### src/shared/wrx_defs.svh
// Functional notes
// Coil AC frequency in kHz reads back as a 16-bit read-only value.
// Mode field reads 00 with no AC input, 01 in WPC mode.
// Bit 0 of the mode register shows whether the regulated output is on.
// Command bit 5 clears selected pending interrupts, then self-clears.
// Command bit 4 sends a charge status packet, then self-clears.
// Command bit 3 sends an end-of-power packet with stored reason, then clears.
// Command bit 1 inverts the regulated output exactly once, then clears.
// Command bit 0 sends stored command and value as proprietary packet.
// Packet order: received power, charge status, proprietary, control error.
// Host sends charge status or proprietary at most once per 250 ms.
// Die temperature is a 12-bit code; upper four bits read zero.
// Overvoltage code selects 17, 20, 15, 13 or 11 V; resets to 2.
// Extra DC load switches in at 90 percent of overvoltage level.
// Charge value 1 to 100 is percent; 0xFF means no reporting.
// End-of-power reason codes 0 to 8; anything above is sent as unknown.
// Host waits for a command bit to read zero before setting it again.
`ifndef WRX_DEFS_SVH
`define WRX_DEFS_SVH

// ============================================================
// Register byte addresses
`define WRX_ADDR_FREQ_L   8'h48
`define WRX_ADDR_FREQ_H   8'h49
`define WRX_ADDR_MODE     8'h4C
`define WRX_ADDR_CMD      8'h4E
`define WRX_ADDR_TEMP_L   8'h66
`define WRX_ADDR_TEMP_H   8'h67
`define WRX_ADDR_OV       8'hB3

// ============================================================
// Command bit positions and write mask
`define WRX_CMD_CLR_INT   5
`define WRX_CMD_CSP       4
`define WRX_CMD_EPT       3
`define WRX_CMD_TOGGLE    1
`define WRX_CMD_PPP       0
`define WRX_CMD_WMASK     8'h3F
`define WRX_CMD_RST       8'h00

// ============================================================
// Mode field
`define WRX_MODE_AC_MISSING 2'h0
`define WRX_MODE_WPC        2'h1

// ============================================================
// Overvoltage levels in mV and the load switch ratio
`define WRX_OV_RST        3'h2
`define WRX_OV_MV_0       16'h4268
`define WRX_OV_MV_1       16'h4E20
`define WRX_OV_MV_2       16'h3A98
`define WRX_OV_MV_3       16'h32C8
`define WRX_OV_MV_LOW     16'h2AF8
`define WRX_DCL_NUM       20'h00009
`define WRX_DCL_DEN       20'h0000A

// ============================================================
// Packet payload codes
`define WRX_CHG_MIN       8'h01
`define WRX_CHG_MAX       8'h64
`define WRX_CHG_NONE      8'hFF
`define WRX_EPT_MAX       8'h08
`define WRX_EPT_UNKNOWN   8'h00

// ============================================================
// Request slots, slot 0 wins
`define WRX_REQ_EPT       0
`define WRX_REQ_RPP       1
`define WRX_REQ_CSP       2
`define WRX_REQ_PPP       3
`define WRX_REQ_CEP       4
`define WRX_REQ_N         5

`endif

### src/shared/wrx_pkg.sv
package wrx_pkg;

	// ============================================================
	// Enumerations
	typedef enum logic [2:0] {
		PK_NONE = 3'b000,
		PK_EPT  = 3'b001,
		PK_RPP  = 3'b010,
		PK_CSP  = 3'b011,
		PK_PPP  = 3'b100,
		PK_CEP  = 3'b101
	} wrx_pkt_e;

	typedef enum logic {
		TX_IDLE = 1'b0,
		TX_BUSY = 1'b1
	} wrx_tx_st_e;

	// ============================================================
	// Carriers
	typedef struct packed {
		logic       wr_en;
		logic       rd_en;
		logic [7:0] addr;
		logic [7:0] wdata;
	} wrx_host_bus_s;

	typedef struct packed {
		logic       valid;
		wrx_pkt_e   kind;
		logic [7:0] hdr;
		logic [7:0] pay;
	} wrx_tx_pkt_s;

	typedef struct packed {
		logic [7:0]  cmd;
		logic        out_on;
		logic [2:0]  ov_sel;
		logic [7:0]  rdata;
		logic        int_clr;
		logic        rpp_ack;
		logic        cep_ack;
		logic        dc_load;
		wrx_tx_st_e  tx_st;
		wrx_tx_pkt_s tx;
	} wrx_state_s;

endpackage

### src/hdl/wrx_pkt_arb.sv
`include "wrx_defs.svh"

module wrx_pkt_arb (
	// Pending packets, one per slot
	input  wire logic [`WRX_REQ_N-1:0] req,
	// Winning packet kind
	output wrx_pkg::wrx_pkt_e          kind
);
	import wrx_pkg::*;

	logic [`WRX_REQ_N-1:0] grant;

	// ============================================================
	// Fixed priority, lowest slot first
	genvar i;
	generate
		for (i = 0; i < `WRX_REQ_N; i++) begin : g_pri
			if (i == 0) begin : g_top
				assign grant[i] = req[i];
			end else begin : g_low
				assign grant[i] = req[i] & ~(|req[i-1:0]);
			end
		end
	endgenerate

	always_comb begin
		kind = PK_NONE;
		if (grant[`WRX_REQ_EPT])
			kind = PK_EPT;
		if (grant[`WRX_REQ_RPP])
			kind = PK_RPP;
		if (grant[`WRX_REQ_CSP])
			kind = PK_CSP;
		if (grant[`WRX_REQ_PPP])
			kind = PK_PPP;
		if (grant[`WRX_REQ_CEP])
			kind = PK_CEP;
	end

endmodule

### src/hdl/wrx_regs.sv
`include "wrx_defs.svh"

module wrx_regs (
	// Clock and reset
	input  wire logic                  core_clk,
	input  wire logic                  sys_rst,
	// Host register port
	input  wire wrx_pkg::wrx_host_bus_s host_bus,
	output logic [7:0]                 host_rdata,
	// Measured device state
	input  wire logic [15:0]           coil_freq_khz,
	input  wire logic                  ac_present,
	input  wire logic [11:0]           die_temp_code,
	input  wire logic [15:0]           vrect_mv,
	// Stored packet contents
	input  wire logic [7:0]            charge_value,
	input  wire logic [7:0]            ept_reason,
	input  wire logic [7:0]            prop_cmd,
	input  wire logic [7:0]            prop_value,
	// Firmware packet requests
	input  wire logic                  rpp_req,
	input  wire logic [7:0]            rpp_value,
	input  wire logic                  cep_req,
	input  wire logic [7:0]            cep_value,
	output logic                       rpp_ack,
	output logic                       cep_ack,
	// Transmitter side
	output wrx_pkg::wrx_tx_pkt_s       tx_pkt,
	input  wire logic                  tx_ready,
	// Power and interrupt control
	output logic                       output_active_flag,
	output logic                       dc_load_en,
	output logic [2:0]                 overvoltage_threshold,
	output logic                       int_clear_go
);
	import wrx_pkg::*;

	wrx_state_s            st_reg;
	wrx_state_s            st_next;
	logic [`WRX_REQ_N-1:0] req;
	wrx_pkt_e              arb_kind;
	logic                  chg_ok;
	logic                  ept_ok;
	logic [1:0]            mode;
	logic [15:0]           ov_mv;
	logic                  wr_hit_mode;

	// ============================================================
	// Decoded inputs
	function automatic logic [15:0] ov_level(input logic [2:0] sel);
		case (sel)
			3'h0:    ov_level = `WRX_OV_MV_0;
			3'h1:    ov_level = `WRX_OV_MV_1;
			3'h2:    ov_level = `WRX_OV_MV_2;
			3'h3:    ov_level = `WRX_OV_MV_3;
			default: ov_level = `WRX_OV_MV_LOW;
		endcase
	endfunction

	// Reserved charge codes would mislead the transmitter, so none is sent
	assign chg_ok = (charge_value >= `WRX_CHG_MIN) &&
		(charge_value <= `WRX_CHG_MAX);
	assign ept_ok = (ept_reason <= `WRX_EPT_MAX);
	assign mode = ac_present ? `WRX_MODE_WPC : `WRX_MODE_AC_MISSING;
	assign ov_mv = ov_level(st_reg.ov_sel);
	assign wr_hit_mode = host_bus.wr_en && (host_bus.addr == `WRX_ADDR_MODE);

	// ============================================================
	// Pending packets; acks mask firmware requests for one cycle
	always_comb begin
		req = '0;
		req[`WRX_REQ_EPT] = st_reg.cmd[`WRX_CMD_EPT];
		req[`WRX_REQ_RPP] = rpp_req && !st_reg.rpp_ack;
		req[`WRX_REQ_CSP] = st_reg.cmd[`WRX_CMD_CSP] && chg_ok;
		req[`WRX_REQ_PPP] = st_reg.cmd[`WRX_CMD_PPP];
		req[`WRX_REQ_CEP] = cep_req && !st_reg.cep_ack;
	end

	wrx_pkt_arb u_arb (
		.req  (req),
		.kind (arb_kind)
	);

	// ============================================================
	// Next state
	always_comb begin
		st_next = st_reg;
		st_next.int_clr = 1'b0;
		st_next.rpp_ack = 1'b0;
		st_next.cep_ack = 1'b0;

		// Command completions come first so that a host set wins
		if (st_reg.cmd[`WRX_CMD_CLR_INT]) begin
			st_next.int_clr = 1'b1;
			st_next.cmd[`WRX_CMD_CLR_INT] = 1'b0;
		end
		if (st_reg.cmd[`WRX_CMD_TOGGLE]) begin
			st_next.out_on = ~st_reg.out_on;
			st_next.cmd[`WRX_CMD_TOGGLE] = 1'b0;
		end
		if (st_reg.cmd[`WRX_CMD_CSP] && !chg_ok)
			st_next.cmd[`WRX_CMD_CSP] = 1'b0;

		unique case (st_reg.tx_st)
			TX_IDLE: begin
				if (|req) begin
					st_next.tx.valid = 1'b1;
					st_next.tx.kind = arb_kind;
					st_next.tx.hdr = 8'h00;
					st_next.tx_st = TX_BUSY;
					case (arb_kind)
						PK_EPT: st_next.tx.pay = ept_ok ? ept_reason :
							`WRX_EPT_UNKNOWN;
						PK_RPP: st_next.tx.pay = rpp_value;
						PK_CSP: st_next.tx.pay = charge_value;
						PK_PPP: begin
							st_next.tx.hdr = prop_cmd;
							st_next.tx.pay = prop_value;
						end
						PK_CEP: st_next.tx.pay = cep_value;
						default: st_next.tx.pay = 8'h00;
					endcase
				end
			end
			TX_BUSY: begin
				// Command bit drops only once the packet is taken
				if (tx_ready) begin
					st_next.tx.valid = 1'b0;
					st_next.tx_st = TX_IDLE;
					case (st_reg.tx.kind)
						PK_EPT: st_next.cmd[`WRX_CMD_EPT] = 1'b0;
						PK_CSP: st_next.cmd[`WRX_CMD_CSP] = 1'b0;
						PK_PPP: st_next.cmd[`WRX_CMD_PPP] = 1'b0;
						PK_RPP: st_next.rpp_ack = 1'b1;
						PK_CEP: st_next.cep_ack = 1'b1;
						default: st_next.tx.valid = 1'b0;
					endcase
				end
			end
		endcase

		// Host writes; command bits can only be set from the host
		if (host_bus.wr_en) begin
			case (host_bus.addr)
				`WRX_ADDR_MODE:
					st_next.out_on = host_bus.wdata[0];
				`WRX_ADDR_CMD:
					st_next.cmd = st_next.cmd |
						(host_bus.wdata & `WRX_CMD_WMASK);
				`WRX_ADDR_OV:
					st_next.ov_sel = host_bus.wdata[2:0];
				default: st_next.cmd = st_next.cmd;
			endcase
		end

		// Host reads answer one edge later; unmapped reads give zero
		if (host_bus.rd_en) begin
			case (host_bus.addr)
				`WRX_ADDR_FREQ_L: st_next.rdata = coil_freq_khz[7:0];
				`WRX_ADDR_FREQ_H: st_next.rdata = coil_freq_khz[15:8];
				`WRX_ADDR_MODE:
					st_next.rdata = {1'b0, mode, 4'h0, st_reg.out_on};
				`WRX_ADDR_CMD:    st_next.rdata = st_reg.cmd;
				`WRX_ADDR_TEMP_L: st_next.rdata = die_temp_code[7:0];
				`WRX_ADDR_TEMP_H:
					st_next.rdata = {4'h0, die_temp_code[11:8]};
				`WRX_ADDR_OV:     st_next.rdata = {5'h00, st_reg.ov_sel};
				default:          st_next.rdata = 8'h00;
			endcase
		end

		// Extra load engages at nine tenths of the chosen level
		st_next.dc_load = (({4'h0, vrect_mv} * `WRX_DCL_DEN) >=
			({4'h0, ov_mv} * `WRX_DCL_NUM));
	end

	// ============================================================
	// State register
	always_ff @(posedge core_clk) begin
		if (sys_rst) begin
			st_reg <= '0;
			st_reg.cmd <= `WRX_CMD_RST;
			st_reg.ov_sel <= `WRX_OV_RST;
			st_reg.tx_st <= TX_IDLE;
			st_reg.tx.kind <= PK_NONE;
		end else begin
			st_reg <= st_next;
		end
	end

	// ============================================================
	// Outputs
	assign host_rdata = st_reg.rdata;
	assign rpp_ack = st_reg.rpp_ack;
	assign cep_ack = st_reg.cep_ack;
	assign tx_pkt = st_reg.tx;
	assign output_active_flag = st_reg.out_on;
	assign dc_load_en = st_reg.dc_load;
	assign overvoltage_threshold = st_reg.ov_sel;
	assign int_clear_go = st_reg.int_clr;
endmodule

### config.mk
export PLATFORM = sky130hd
export DESIGN_NAME = wrx_regs
export DESIGN_NICKNAME = d
export VERILOG_FILES = /design/src/shared/wrx_pkg.sv /design/src/hdl/wrx_pkt_arb.sv /design/src/hdl/wrx_regs.sv
export VERILOG_INCLUDE_DIRS = /design/src /design/src/shared
export SDC_FILE = /design/constraint.sdc
export NUM_CORES = 1
export LEC_CHECK = 0
export BUFFER_PORTS_ARGS = -buffer_cell sky130_fd_sc_hd__buf_4
export CAP_MARGIN = 20
export CORE_MARGIN = 3
export CORE_UTILIZATION = 41
export CTS_CLUSTER_DIAMETER = 100
export DETAILED_ROUTE_END_ITERATION = 12
export PLACE_DENSITY = 0.74
export SYNTH_ARGS = -nofsm -noshare
export SYNTH_HDL_FRONTEND = slang
export SYNTH_HIERARCHICAL = 1
export SYNTH_SLANG_ARGS = --single-unit
### constraint.sdc
create_clock -name core_clk -period 4.37 [get_ports core_clk]
set_clock_uncertainty 0.15 [all_clocks]
set_input_delay 0 -clock core_clk [delete_from_list [all_inputs] [get_ports core_clk]]
set_output_delay 0 -clock core_clk [all_outputs]
set_load 0.01 [all_outputs]
# --- Word-level counts from Yosys, hierarchy flattened ---
# Index checks and enable logic that the tools add are counted.
totals:
  regBits: 45
  inputBits: 116
  output_inout_bits: 36
  elab_cells: 106
op_classes:
  mul: 2
  magnitude_cmp: 4
  n_eq_ne: 22
  n_mux: 30
  n_bitwise: 14
  reduce_logical: 19
op_table:
  columns: ["cell", "count"]
  rows:
  - ["$pmux 15 s4", 1]
  - ["$pmux 8 s7", 1]
  - ["$eq 8x7->1 const B", 6]
  - ["$pmux 8 s5", 1]
  - ["$mux 21", 1]
  - ["$ge 20x20->1", 1]
  - ["$mul 16x4->20 const B", 1]
  - ["$mul 16x3->19 const B", 1]
  - ["$eq 3x2->1 const B", 6]
  - ["$mux 8", 2]
  - ["$mux 3", 5]
  - ["$mux 1", 13]
  - ["$eq 3x3->1 const B", 4]
  - ["$eq 3x1->1 const B", 3]
  - ["$mux 9", 1]
  - ["$not 1->1", 9]
  - ["$reduce_or 3->1", 3]
  - ["$eq 8x8->1 const B", 1]
  - ["$ge 8x1->1 const B", 1]
  - ["$le 8x4->1 const B", 1]
  - ["$le 8x7->1 const B", 1]
  - ["$or 8x6->8", 1]
  - ["$reduce_and 2->1", 4]
  - ["$mux 2", 3]
  - ["other kinds (10)", 20]

# --- Longest topological paths before layout ---
logic_depth:
  word_depth: 12
  depth_mapped: 19
  ltp_nobuf: 18

# --- Cells and area by module ---
# Netlist, hierarchy kept.
by_module_without_submodules:
  columns: ["module", "instances", "cells_each", "area_per_inst_um2", "seq_area_each_um2"]
  rows:
  - ["wrx_regs", 1, 498, 4167.7, 860.8]
  - ["wrx_pkt_arb", 1, 7, 35.0, 0.0]

# --- Least setup slack after synthesis ---
# OpenSTA, ideal clock, no wires.
synth_timing:
  path_kind: "reg-to-reg"
  start: "reg st_reg, in the netlist overvoltage_threshold[1]"
  end: "reg st_reg, in the netlist dc_load_en"
  arrival_time_ps: 3356
  t_required_ps: 4092
  setup_slack_ps: 737
  path_stages_with_launch: 20
  n_path_buf: 1
  cell_sequence: "dfxtp_1 > buf_2 > xnor2_1 > nor2_2 > inv_1 > ha_1 > ha_1 > fa_1 > a21oi_1 > nor2b_1 > nor2_1 > nor2_1 > a21o_1 > a311oi_1 > ha_1 > a21o_1 > a21oi_1 > o21ai_0 > a221oi_1 > nor2_1"
synth_via:
  elab_chain_len: 4
  word_cells_on_any_way: 7
synth_rtl:
  columns: ["element", "line", "source"]
  rows:
  - ["start, declared", "wrx_regs.sv:38", "wrx_state_s st_reg;"]
  - ["start signal, assigned", "wrx_regs.sv:187", "st_reg <= st_next;"]
  - ["$eq 3x2->1 (tied with other cells)", "wrx_regs.sv:51", "case (sel)"]
  - ["$pmux 15 s4 (*)", "wrx_regs.sv:51", null]
  - ["$mul 16x4->20 (no source line) (*)", null, null]
  - ["$ge 20x20->1 (*)", "wrx_regs.sv:173", "st_next.dc_load = (({4'h0, vrect_mv} * `WRX_DCL_DEN) >="]
# Every way passes the cells marked *; elsewhere a longest branch is shown, timed or not.
# A chain may end at the register's enable or synchronous reset.

# --- Final worst setup path ---
layout_timing:
  start: "reg st_reg, in the netlist overvoltage_threshold[0]"
  end: "reg st_reg, in the netlist dc_load_en"
# The elaborated chain is that of the path after synthesis.

==> impl_metrics.csv <==
group,metric,value,unit
yosys,yosysTopAreaCell,"dfxtp_1",
min_path,worstHoldEndpoint,"host_rdata[2]$_SDFFE_PP0P_",
routing,drt_iter0_markers,165,
setup_path,critPathCaptureType,"flip-flop",
setup_path,r2r_cells,18,
outcome,status,"complete, no violations",
yosys,syn_avg_cell_area,8.32,µm²
yosys,ys_seq_area_frac,0.205,
floorplan,start_util,0.426,
min_path,hold_class,"in2reg",
grt,grt_pass1_vias,4269,
final_layout,final_cell_area,0.00564,mm²
cts,clock_sinks,43,
floorplan,die_h,107,µm
yosys,async_flop_share,0,
timing,max_clock_freq,0.257,GHz
final_layout,area_growth,34.2,%
cts,insertion_delay,0.29,ns
floorplan,num_rows,36,
yosys,synth_common_cells,"ha_1 (53), nor2_1 (46), dfxtp_1 (43), a21oi_1 (41), buf_4 (31)",
yosys,synth_area,0.00420,mm²
cts,clockBufferDepth,2,
floorplan,die-area,0.0115,mm²
setup_path,rr_startpoint,"overvoltage_threshold[0]$_SDFFE_PP0P_",
routing,ant_nets,0,
floorplan,boundaryPins,152,
floorplan,die_w,107,µm
timing,hold_violations,0,
setup_path,critPathLaunchType,"flip-flop",
grt,grt_max_degree,37,
routing,routedWlPerCell,15.2,µm
routing,vias_per_cell,5.43,
timing,final.period_utilization,0.891,
setup_path,cp.required,4.39,ns
yosys,syn_nets,676,
yosys,ys.flop_type,"dfxtp_1",
placed_design,hpwl,9290,µm
grt,grt_pass1_wl,19600,µm
timing,grt_setup_unrepaired,"false",
yosys,synth_area_leaders,"dfxtp_1 (20%), ha_1 (16%), buf_4 (5.5%)",
cts,numCtsBuffers,5,
cts,cts_resized,0,
placed_design,io_buffers,149,
routing,firstDrtPassIters,4,
placed_design,place_area,0.00516,mm²
timing,worst_slew_pin_slew,1.01,ns
routing,vias,4269,
cts,clk_pin_slew,0.08,ns
cts,h-tree-depth,2,
setup_path,critical_path_arrival,3.92,ns
yosys,synth_edf_count,0,
grt,overflow,0,
final_layout,nets,823,
timing,tns,0,ns
yosys,synth.distinct_cells,72,
power_and_ir_drop,power_density,198,mW/mm²
timing,slew-limit-headroom,0.320,
cts,cts_tree,"built",
timing,fin_crit,3.89,ns
grt,antenna_found_initial,0,
min_path,holdPathStages,4,
routing,drc,0,
setup_path,worst-setup-path-type,"reg2reg",
power_and_ir_drop,peakVddDrop,0.157,mV
final_layout,n_fill_cell,912,
grt,track_usage,0.204,
min_path,min_from,"die_temp_code[10]",
final_layout,largest_reg_flops,20,
setup_path,r2r-end,"dc_load_en$_SDFF_PP0_",
yosys,yosys_warnings,6,
yosys,synth.most_common_cell,"ha_1",
timing,slew_viol_final,0,
yosys,synth_top_area_share,0.205,
run,cap_violations,0,
cts,cts-root-buf,"clkbuf_8",
setup_path,critPathMaxFanout,7,
floorplan,coreArea,0.00986,mm²
final_layout,drive_above_1_share,0.263,
power_and_ir_drop,power_leakage,2.57,nW
placed_design,place.gp.congestion,0.904,
setup_path,r2r_setup_slack,0.48,ns
timing,setup_violations,0,
yosys,synthCells,505,
final_layout,antenna_cells,0,
routing,drt_wl_total,12000,µm
yosys,ys_ff_latch,43,
worst max-delay path by stage:
stage	from	end	slack (ns)	depth (start not counted)
after global routing	overvoltage_threshold[0]$_SDFFE_PP0P_	dc_load_en$_SDFF_PP0_	0.10	18
after detailed placement	overvoltage_threshold[0]$_SDFFE_PP0P_	dc_load_en$_SDFF_PP0_	0.45	18
after global placement	overvoltage_threshold[0]$_SDFFE_PP0P_	dc_load_en$_SDFF_PP0_	0.53	18
after floorplan	overvoltage_threshold[1]$_SDFFE_PP1P_	dc_load_en$_SDFF_PP0_	0.74	19
final	overvoltage_threshold[0]$_SDFFE_PP0P_	dc_load_en$_SDFF_PP0_	0.48	18
after CTS	overvoltage_threshold[0]$_SDFFE_PP0P_	dc_load_en$_SDFF_PP0_	0.45	18
metrics by stage:
| step | hold slack, ns | std cells | total power [mW] | setup WS, ns | util |
|---|---|---|---|---|---|
| after global placement | 0.0528 | 739 | 0.835 | 0.526 | 0.523 |
| after floorplan | -0.0511 | 505 | 0.704 | 0.737 | - |
| after CTS | 0.0106 | 786 | 1.12 | 0.453 | 0.572 |
| final | 0.0206 | 786 | 1.12 | 0.478 | 0.572 |
| after detailed placement | 0.0652 | 739 | 0.853 | 0.449 | 0.523 |
| after global routing | 0.0170 | 786 | 1.20 | 0.104 | 0.572 |
final cells by class:
class	instances	area (µm²)	share of cell area
Clock buffer	6	72.6	0.0129
Timing Repair Buffer	190	1520	0.270
Multi-Input combinational cell	390	2920	0.518
Clock inverter	2	12.5	0.00222
Tap cell	133	166	0.0295
Inverter	22	82.6	0.0146
Sequential cell	43	861	0.153
worst max-delay path: stages (launching register included):
cell      delay [ns]
dfxtp_1         0.46
xnor2_1         0.12
nor2_2          0.27
inv_1           0.11
ha_1            0.21
ha_1            0.20
fa_1            0.41
a21oi_1         0.22
nor2b_1         0.08
nor2_1          0.08
nor2_1          0.06
a21o_1          0.17
a311oi_1        0.28
ha_1            0.29
a21o_1          0.19
a21oi_1         0.13
o21ai_0         0.09
a221oi_1        0.20
nor2_1          0.06
report_power, final:
| group | internal (mW) | switching, mW | leakage [nW] |
|---|---|---|---|
| sequential | 0.405 | 0.00896 | 0.350 |
| clock | 0.112 | 0.136 | 0.0412 |
| combinational | 0.236 | 0.219 | 2.18 |
cells by family (layout without fill, tap and decap cells):
group	after synthesis	after routing	synth area share
multiplexers	21	21	0.0500
adder cells (fa/ha/maj)	55	55	0.167
buffers and inverters	72	220	0.100
flip-flops	43	43	0.205
AND/OR/NAND/NOR	152	152	0.191
XOR/XNOR	21	21	0.0438
AO/OA/AOI/OAI	139	139	0.241
other	2	2	0.00179
layer usage:
layer / vias to the layer above / part of all wire / global-route usage
met3: 29 / 0.039 / 0.0259
met5: - / 0 / 0
met1: 2001 / 0.43 / 0.254
met4: 0 / 0.030 / 0.0749
li1: 2113 / - / -
met2: 126 / 0.50 / 0.357
what timing repair did:
| action | 4_1_cts | 5_1_grt |
|---|---|---|
| endpoints found under the setup margin | 0 | 0 |
| endpoints found under the hold margin | 39 | 0 |
| buffers inserted | 0 | 0 |
| hold buffers | 39 | 0 |
placed cells by master, fill, tap and decap left out, types with 5 or more instances in the layout:
cell           instances
a211oi_2               5
a21o_1                12
a21oi_1               41
a221oi_1               5
a22oi_1                8
buf_4                151
clkbuf_8               5
dfxtp_1               43
dlygate4sd3_1         39
ha_1                  53
inv_1                 20
mux2i_1               21
nand2_1               27
nand2b_1              13
nand3_1               17
nor2_1                46
nor2b_1               12
nor4_1                 7
o21a_1                 5
o21ai_0                8
xnor2_1               16
xor2_1                 5
Note: power is estimated with default switching activity, not from simulation.
